`src/design/spmp_pkg.sv`:
```
// Functional notes
// - slave transfer-complete wakes device from halt
// - second completion before flag clear sets overrun
// - halt wake needs select low at entry
// - one shared request, gated by global mask
// - enable bit gates done, fault, overrun requests
// - port enable bit, cleared by fault
// - master bit, cleared by fault
// - rate bits divide clock in master mode
// - polarity bit sets clock idle level
// - phase bit picks first capture edge
// - done flag cleared by status then data access
// - data writes ignored while done flag set and status not yet accessed
// - data write during transfer sets collision flag
// - overrun set on new byte while done set
// - fault flag: select low in master mode
// - output disable bit gates data output pin
// - soft select replaces select pin in slave mode, disables fault check in master mode
// - master data write starts transfer
// - received byte buffered at transfer end
// - overrun keeps first byte after clear
// - fault blocks setting enable and master bits
// - collision flag raises no request
// - bytes shifted most significant bit first
package spmp_pkg;
    localparam logic [3:0] SPMP_ADDR_DATA = 4'h0;
    localparam logic [3:0] SPMP_ADDR_CTRL = 4'h4;
    localparam logic [3:0] SPMP_ADDR_STAT = 4'h8;
    localparam int SPMP_CTL_IRQ_EN = 7;
    localparam int SPMP_CTL_PORT_EN = 6;
    localparam int SPMP_CTL_RATE2 = 5;
    localparam int SPMP_CTL_MASTER = 4;
    localparam int SPMP_CTL_CLOCK_IDLE_LEVEL = 3;
    localparam int SPMP_CTL_CLOCK_CAPTURE_PHASE = 2;
    localparam int SPMP_CTL_RATE1 = 1;
    localparam int SPMP_CTL_RATE0 = 0;
    localparam int SPMP_ST_DONE = 7;
    localparam int SPMP_ST_WRITE_COLLISION_FLAG = 6;
    localparam int SPMP_ST_OVR = 5;
    localparam int SPMP_ST_MODE_FAULT_FLAG = 4;
    localparam int SPMP_ST_SOD = 2;
    localparam int SPMP_ST_SSM = 1;
    localparam int SPMP_ST_SSI = 0;
    localparam logic [7:0] SPMP_CTRL_RESET = 8'h00;
    localparam logic [2:0] SPMP_CSR_SW_RESET = 3'h0;
    localparam int SPMP_CLK_MHZ = 50;
    localparam int SPMP_BITS = 8;

    typedef struct packed {
        logic sck_o;
        logic sck_oe;
        logic mosi_o;
        logic mosi_oe;
        logic miso_o;
        logic miso_oe;
    } spmp_pins_out_type;

    typedef struct packed {
        logic sck_i;
        logic mosi_i;
        logic miso_i;
        logic ss_n_i;
    } spmp_pins_in_type;
endpackage

```
`src/design/spmp_port.sv`:
```
// Decided for this implementation: register access over APB and the placing of the registers.
`timescale 1ns/100ps
module spmp_port (
    // clock and reset
    input wire logic mclk,
    input wire logic reset,
    input wire logic clk_en,
    // apb slave
    input wire logic psel,
    input wire logic penable,
    input wire logic pwrite,
    input wire logic [3:0] paddr,
    input wire logic [31:0] pwdata,
    output logic [31:0] prdata,
    output logic pready,
    output logic pslverr,
    // serial pins
    input wire spmp_pkg::spmp_pins_in_type pins_in,
    output spmp_pkg::spmp_pins_out_type pins_out,
    // cpu side
    input wire logic cpu_irq_masked,
    input wire logic halted,
    output logic irq_req,
    output logic wake_halt,
    output logic wake_wait,
    output logic port_active
);
    import spmp_pkg::*;

    typedef enum logic [1:0] {
        ST_IDLE,
        ST_SHIFT
    } spmp_state_type;

    logic [7:0] ctrl_r;
    logic done_r, write_collision_flag_r, ovr_r, mode_fault_flag_r;
    logic sod_r, ssm_r, ssi_r;
    logic [7:0] shift_r;
    logic [7:0] rxbuf_r;
    logic [3:0] edges_r;
    logic [6:0] div_r;
    logic sck_r;
    logic samp_r;
    logic sck_in_d_r;
    logic done_seen_r;
    logic mode_fault_flag_seen_r;
    logic write_collision_flag_seen_r;
    logic halt_sel_r;
    logic halt_d_r;
    spmp_state_type state_r;

    logic acc, wr, rd, a_data, a_ctrl, a_stat;
    logic master, enabled, clock_idle_level, clock_capture_phase, sel_n, ss_eff_n;
    logic [6:0] half_div;
    logic tick, sck_edge, lead_edge, cap_edge, xfer_end;
    logic slave_active, data_wr_ok, done_clr;
    logic rx_live, rx_last;

    assign acc = psel && penable && clk_en;
    assign wr = acc && pwrite;
    assign rd = acc && !pwrite;
    assign a_data = paddr == SPMP_ADDR_DATA;
    assign a_ctrl = paddr == SPMP_ADDR_CTRL;
    assign a_stat = paddr == SPMP_ADDR_STAT;
    assign pready = 1'b1;
    assign pslverr = psel && penable && !(a_data || a_ctrl || a_stat);

    assign master = ctrl_r[SPMP_CTL_MASTER];
    assign enabled = ctrl_r[SPMP_CTL_PORT_EN];
    assign clock_idle_level = ctrl_r[SPMP_CTL_CLOCK_IDLE_LEVEL];
    assign clock_capture_phase = ctrl_r[SPMP_CTL_CLOCK_CAPTURE_PHASE];
    assign ss_eff_n = ssm_r ? ssi_r : pins_in.ss_n_i;

    // half period of the serial clock in cpu cycles
    always_comb begin
        unique case ({ctrl_r[SPMP_CTL_RATE2], ctrl_r[SPMP_CTL_RATE1],
                      ctrl_r[SPMP_CTL_RATE0]})
            3'h4: half_div = 7'h02;
            3'h0: half_div = 7'h04;
            3'h1: half_div = 7'h08;
            3'h6: half_div = 7'h10;
            3'h2: half_div = 7'h20;
            3'h3: half_div = 7'h40;
            default: half_div = 7'h04;
        endcase
    end

    assign tick = master && state_r == ST_SHIFT && div_r == half_div - 7'h01;
    assign slave_active = !master && enabled && !ss_eff_n;
    assign sck_edge = master ? tick
        : (slave_active && pins_in.sck_i != sck_in_d_r);
    // leading edges are even-numbered transitions (edges_r counts from 0)
    assign lead_edge = sck_edge && !edges_r[0];
    assign cap_edge = sck_edge && (edges_r[0] == clock_capture_phase);
    assign xfer_end = sck_edge && edges_r == 4'hf;
    assign sel_n = pins_in.ss_n_i;
    assign rx_live = master ? pins_in.miso_i : pins_in.mosi_i;
    // with phase 1 the last bit is captured on the closing edge itself
    assign rx_last = cap_edge ? rx_live : samp_r;
    assign data_wr_ok = wr && a_data && !(done_r && !done_seen_r);
    assign done_clr = acc && a_data && done_r && done_seen_r;

    // transfer state and divider
    always_ff @(posedge mclk or posedge reset) begin
        if (reset) begin
            state_r <= ST_IDLE;
            div_r <= 7'h00;
            edges_r <= 4'h0;
            sck_r <= 1'b0;
            sck_in_d_r <= 1'b0;
        end else if (clk_en && !halted) begin
            sck_in_d_r <= pins_in.sck_i;
            if (tick)
                div_r <= 7'h00;
            else if (state_r == ST_SHIFT && master)
                div_r <= div_r + 7'h01;
            if (sck_edge)
                edges_r <= edges_r + 4'h1;
            if (master && tick)
                sck_r <= !sck_r;
            if (!enabled || (!master && ss_eff_n)) begin
                state_r <= ST_IDLE;
                edges_r <= 4'h0;
                sck_r <= 1'b0;
            end else if (state_r == ST_IDLE) begin
                if ((master && data_wr_ok) || (!master && sck_edge)) begin
                    state_r <= ST_SHIFT;
                    div_r <= 7'h00;
                end
            end else if (xfer_end) begin
                state_r <= ST_IDLE;
                edges_r <= 4'h0;
            end
        end else if (halted && !master) begin
            // slave keeps clocking from the far master while halted
            sck_in_d_r <= pins_in.sck_i;
            if (sck_edge)
                edges_r <= edges_r + 4'h1;
            if (state_r == ST_IDLE && sck_edge && halt_sel_r)
                state_r <= ST_SHIFT;
            else if (xfer_end) begin
                state_r <= ST_IDLE;
                edges_r <= 4'h0;
            end
        end
    end

    // slave mode begins on the first edge, so it counts it already
    wire first_slave = !master && state_r == ST_IDLE && sck_edge;

    // shift register, msb first
    always_ff @(posedge mclk or posedge reset) begin
        if (reset) begin
            shift_r <= 8'h00;
            samp_r <= 1'b0;
        end else if (clk_en || halted) begin
            if (data_wr_ok && state_r == ST_IDLE)
                shift_r <= pwdata[7:0];
            else if (cap_edge || (first_slave && !clock_capture_phase))
                samp_r <= master ? pins_in.miso_i : pins_in.mosi_i;
            else if (sck_edge && !cap_edge && edges_r != 4'h0)
                shift_r <= {shift_r[6:0], samp_r};
            else if (xfer_end)
                shift_r <= {shift_r[6:0], samp_r};
        end
    end

    // receive buffer: first byte after clear is kept
    always_ff @(posedge mclk or posedge reset) begin
        if (reset)
            rxbuf_r <= 8'h00;
        else if (xfer_end && !done_r)
            rxbuf_r <= {shift_r[6:0], rx_last};
    end

    // control register
    always_ff @(posedge mclk or posedge reset) begin
        if (reset)
            ctrl_r <= SPMP_CTRL_RESET;
        else if (clk_en && !halted) begin
            if (master && enabled && !ssm_r && !sel_n) begin
                ctrl_r[SPMP_CTL_PORT_EN] <= 1'b0;
                ctrl_r[SPMP_CTL_MASTER] <= 1'b0;
            end else if (wr && a_ctrl) begin
                ctrl_r <= pwdata[7:0];
                if (mode_fault_flag_r && !mode_fault_flag_seen_r) begin
                    ctrl_r[SPMP_CTL_PORT_EN] <= 1'b0;
                    ctrl_r[SPMP_CTL_MASTER] <= 1'b0;
                end
            end
        end
    end

    // status flags; hardware set wins over software clear
    always_ff @(posedge mclk or posedge reset) begin
        if (reset) begin
            done_r <= 1'b0;
            ovr_r <= 1'b0;
            write_collision_flag_r <= 1'b0;
            mode_fault_flag_r <= 1'b0;
            done_seen_r <= 1'b0;
            mode_fault_flag_seen_r <= 1'b0;
            write_collision_flag_seen_r <= 1'b0;
            {sod_r, ssm_r, ssi_r} <= SPMP_CSR_SW_RESET;
        end else if (clk_en || halted) begin
            if (xfer_end && done_r)
                ovr_r <= 1'b1;
            else if (rd && a_stat)
                ovr_r <= 1'b0;
            if (xfer_end)
                done_r <= 1'b1;
            else if (done_clr)
                done_r <= 1'b0;
            if (acc && a_stat && done_r)
                done_seen_r <= 1'b1;
            else if (done_clr || !done_r)
                done_seen_r <= 1'b0;
            if (wr && a_data && state_r == ST_SHIFT)
                write_collision_flag_r <= 1'b1;
            else if (acc && a_data && write_collision_flag_seen_r)
                write_collision_flag_r <= 1'b0;
            if (acc && a_stat && write_collision_flag_r)
                write_collision_flag_seen_r <= 1'b1;
            else if (!write_collision_flag_r || (acc && a_data))
                write_collision_flag_seen_r <= 1'b0;
            if (master && enabled && !ssm_r && !sel_n)
                mode_fault_flag_r <= 1'b1;
            else if (wr && a_ctrl && mode_fault_flag_seen_r)
                mode_fault_flag_r <= 1'b0;
            if (rd && a_stat && mode_fault_flag_r)
                mode_fault_flag_seen_r <= 1'b1;
            else if (!mode_fault_flag_r)
                mode_fault_flag_seen_r <= 1'b0;
            if (wr && a_stat)
                {sod_r, ssm_r, ssi_r} <= pwdata[2:0];
        end
    end

    // select level latched on entry to halt
    always_ff @(posedge mclk or posedge reset) begin
        if (reset) begin
            halt_d_r <= 1'b0;
            halt_sel_r <= 1'b0;
        end else begin
            halt_d_r <= halted;
            if (halted && !halt_d_r)
                halt_sel_r <= !master && enabled && !ss_eff_n;
        end
    end

    // read data and irq outputs
    always_ff @(posedge mclk or posedge reset) begin
        if (reset)
            prdata <= 32'h0000_0000;
        else if (psel && !penable) begin
            if (paddr == SPMP_ADDR_DATA)
                prdata <= {24'h00_0000, rxbuf_r};
            else if (paddr == SPMP_ADDR_CTRL)
                prdata <= {24'h00_0000, ctrl_r};
            else if (paddr == SPMP_ADDR_STAT)
                prdata <= {24'h00_0000, done_r, write_collision_flag_r, ovr_r, mode_fault_flag_r,
                           1'b0, sod_r, ssm_r, ssi_r};
            else
                prdata <= 32'h0000_0000;
        end
    end

    wire any_evt = done_r || mode_fault_flag_r || ovr_r;
    assign irq_req = ctrl_r[SPMP_CTL_IRQ_EN] && any_evt
        && !cpu_irq_masked;
    assign wake_wait = irq_req;
    assign wake_halt = ctrl_r[SPMP_CTL_IRQ_EN] && done_r && halted
        && halt_sel_r;
    assign port_active = enabled;

    always_comb begin
        pins_out.sck_o = (master && state_r == ST_SHIFT) ? sck_r ^ clock_idle_level
            : clock_idle_level;
        pins_out.sck_oe = enabled && master;
        pins_out.mosi_o = shift_r[7];
        pins_out.mosi_oe = enabled && master && !sod_r;
        pins_out.miso_o = shift_r[7];
        pins_out.miso_oe = enabled && !master && !sod_r && !ss_eff_n;
    end
endmodule

```
`config.mk`:
```
export PLATFORM = sky130hd
export DESIGN_NAME = spmp_port
export DESIGN_NICKNAME = d
export VERILOG_FILES = /design/src/design/spmp_pkg.sv /design/src/design/spmp_port.sv
export SDC_FILE = /design/constraint.sdc
export NUM_CORES = 1
export LEC_CHECK = 0
export BUFFER_PORTS_ARGS = -buffer_cell sky130_fd_sc_hd__buf_2
export CAP_MARGIN = 15
export CORE_MARGIN = 2
export CORE_UTILIZATION = 55
export DETAILED_ROUTE_END_ITERATION = 8
export PLACE_DENSITY = 0.83
export SETUP_SLACK_MARGIN = 0.3
export SLEW_MARGIN = 20
export SYNTH_ARGS = -nofsm -noshare
export SYNTH_HDL_FRONTEND = slang
export SYNTH_SLANG_ARGS = --single-unit
```
`constraint.sdc`:
```
create_clock -name mclk -period 4.05 [get_ports mclk]
set_clock_uncertainty 0.15 [all_clocks]
set_input_delay 0.6075 -clock mclk [delete_from_list [all_inputs] [get_ports mclk]]
set_output_delay 0.6075 -clock mclk [all_outputs]
set_load 0.02 [all_outputs]
```
==> flow_summary.ini <==
[setup_path]
crit-reg2reg-launch = ctrl_r[4]
cp-endpoint = rxbuf_r[0]
rrSetupSlack_ns = 1.15
arrival_ns = 2.97
ff2ff_path_depth = 6
crit_start = ctrl_r[4]
r2r-end = rxbuf_r[0]
crit_required_ns = 4.12
cp_max_fo = 10
endpoint_kind = register
worstSetupPathType = register to register
worstSetupStartpointType = register

[cells_and_area]
layout_commonest_cell = dfrtp_1
final_cell_mix = 60 x dfrtp_1, 42 x buf_2, 37 x mux2_2
antenna_cells = 0
drive_above_1_share_pct = 29.2
fill_cells = 480
num-nets-final = 419
syn_to_final_growth_pct = 8.87
fin_area_mm2 = 0.00375
stdcell_count = 448

[yosys]
synth_edf_count = 0
syn_inst = 331
ys_seq_area_share_pct = 43.6
yosysWarnings = 0
syn_area_mm2 = 0.00344
yosys_register_bits = 60
async_flop_share_pct = 100
synth_cell_types = 57
avgSynthCellArea_um2 = 10.4
synth_ff_type = dfrtp_1

[route]
first_pass_iters = 5
wirelength_um = 7420
vias_per_cell = 5.87
drcViolationCount = 0
ant_nets = 0
maxUsedRoutingLayer = met4
num_vias = 2631
met3WireLength_um = 576
wire_per_inst_um = 16.6
wl_met2_um = 3480
initialDrtViolationCount = 209
wl_met1_um = 3280

[sta]
fmax_mhz = 345
setup_viol = 0
tightestPinTransition_ns = 0.736
layout_min_cycle_time_ns = 2.90
rsz0062_at_grt = no
fin_tns_setup_ns = 0
hold_viol = 0
final_max_slew_viol_count = 0
maxSlewHeadroom_pct = 50.9
holdWs_ns = 0.235
min_period_over_period_pct = 71.5

[pwr]
seqPwrFrac_pct = 51.2
swShare_pct = 28.8
p_int_w = 0.000880
power_leakage_nw = 1.81
pwr-share-clk_pct = 39.0
total_power_w = 0.00124
power_switching_w = 0.000356
pwr-share-comb_pct = 9.8
power_density_mw_per_mm2 = 330
ir_drop_v = 0.000308

[global_route]
grt_pass1_wl_um = 12400
grt_use_total_pct = 22.4
grt_max_degree = 36
overflow = 0
antenna_found_initial = 0
grt_pass1_vias = 2530

[placement]
numPortBuffers = 42
placedCellCount = 432
post_dp_cell_area_mm2 = 0.00357
place_congestion = 0.839
hpwl_um = 5470

[clock_tree]
cts_setup_buffers = 0
clkSinkCount = 60
cts_resized = 0
cts-root-buf = clkbuf_8
cts_buffer_depth = 2
cts_buffers = 9
clk_latency_ns = 0.34
clk_pin_slew_worst_paths_ns = 0.08
ctsHoldBuffers = 0
h-tree-depth = 3
cts_tree = done

[die]
die_w_um = 83.1
core-area_mm2 = 0.00599
pin_count = 92
die_h_um = 83.1
initial_utilization_pct = 57.5
rows = 28
die_area_mm2 = 0.00691

[status]
status = finished clean

[worst_hold_path]
min_path_type = input pin to asynchronous set/reset pin

[job]
maxCapViolCount = 0
## metal layers
layer / GRT usage [%] / vias to the layer above
li1: - / 1211
met1: 30.7 / 1269
met2: 34.8 / 137
met3: 6.36 / 14
met4: 6.26 / 0
met5: 0 / -
## critical path, stage by stage (launching register included)
cell	delay (ns)
dfrtp_1	0.53
and3b_1	0.37
nand3b_1	0.18
a311oi_4	0.40
o21ai_0	0.31
nor2_2	0.44
mux2_2	0.39
## kinds of logic after synthesis
kind of cell | synth area share, %
buffers and inverters | 8.91
adder cells (fa/ha/maj) | 1.09
AND/OR/NAND/NOR | 16.0
flip-flops | 43.6
other | 0.218
XOR/XNOR | 2.04
multiplexers | 14.7
AO/OA/AOI/OAI | 13.4
## state kept, by name, summed over array words and instances (netlist names), 2 cells and up
name and flops:
ctrl_r 8, div_r 7, edges_r 4, prdata 8, rxbuf_r 8, shift_r 8, state_r 2
## how the worst min path moves through the flow
stage | start | to | slack [ns] | cells after the start
finish | reset | prdata[3] | 0.24 | 2
global route | reset | prdata[3] | 0.29 | 2
CTS | reset | prdata[3] | 0.27 | 2
detailed placement | halt_d_r | halt_sel_r | 0.30 | 1
global placement | halt_d_r | halt_sel_r | 0.29 | 1
floorplan | halt_d_r | halt_sel_r | 0.28 | 1
## layout make-up
cell class	count	area [µm²]	area share [%]
multi-input cells	244	1720	45.9
flip-flops and latches	60	1500	40.1
repair buffers	43	218	5.81
clock buffers	9	124	3.31
well taps	75	93.8	2.50
clock inverters	7	52.6	1.40
inverters	10	37.5	1.00
## Yosys cell counts (3+ instances only)
cell / number / area [µm²]
clkbuf_1: 6 / 22.5
nand4_1: 3 / 18.8
nand3_1: 5 / 25.0
and3b_1: 3 / 26.3
a21oi_1: 4 / 20.0
mux2i_1: 9 / 90.1
a22o_1: 9 / 78.8
nand2_1: 31 / 116
o21ai_0: 22 / 110
nor3_1: 5 / 25.0
ha_1: 3 / 37.5
o2bb2ai_1: 3 / 26.3
inv_1: 10 / 37.5
dfrtp_1: 60 / 1500
nand2b_1: 3 / 18.8
a32o_1: 3 / 30.0
a31oi_1: 3 / 18.8
or2_2: 3 / 18.8
and2_1: 4 / 25.0
and3_1: 3 / 18.8
buf_4: 29 / 218
nor4b_1: 3 / 26.3
nor3b_1: 3 / 22.5
nor2_1: 16 / 60.1
mux2_2: 37 / 417
xnor2_1: 6 / 52.6
o31ai_1: 3 / 22.5
## power groups by stage
stage / Combinational, W / Clock [W] / Sequential [W]
detailed placement: 0.000121 / 0 / 0.000644
floorplan: 0.000109 / 0 / 0.000638
global placement: 0.000117 / 0 / 0.000642
CTS: 0.000122 / 0.000490 / 0.000632
finish: 0.000121 / 0.000482 / 0.000632
global route: 0.000134 / 0.000516 / 0.000634
## through the flow
step	util, %	worst slack [ns]
floorplan	-	1.41
global placement	59.6	0.970
detailed placement	59.6	0.928
CTS	62.6	1.18
global route	62.6	0.964
finish	62.6	1.15
(Power assumes the default switching activity.)
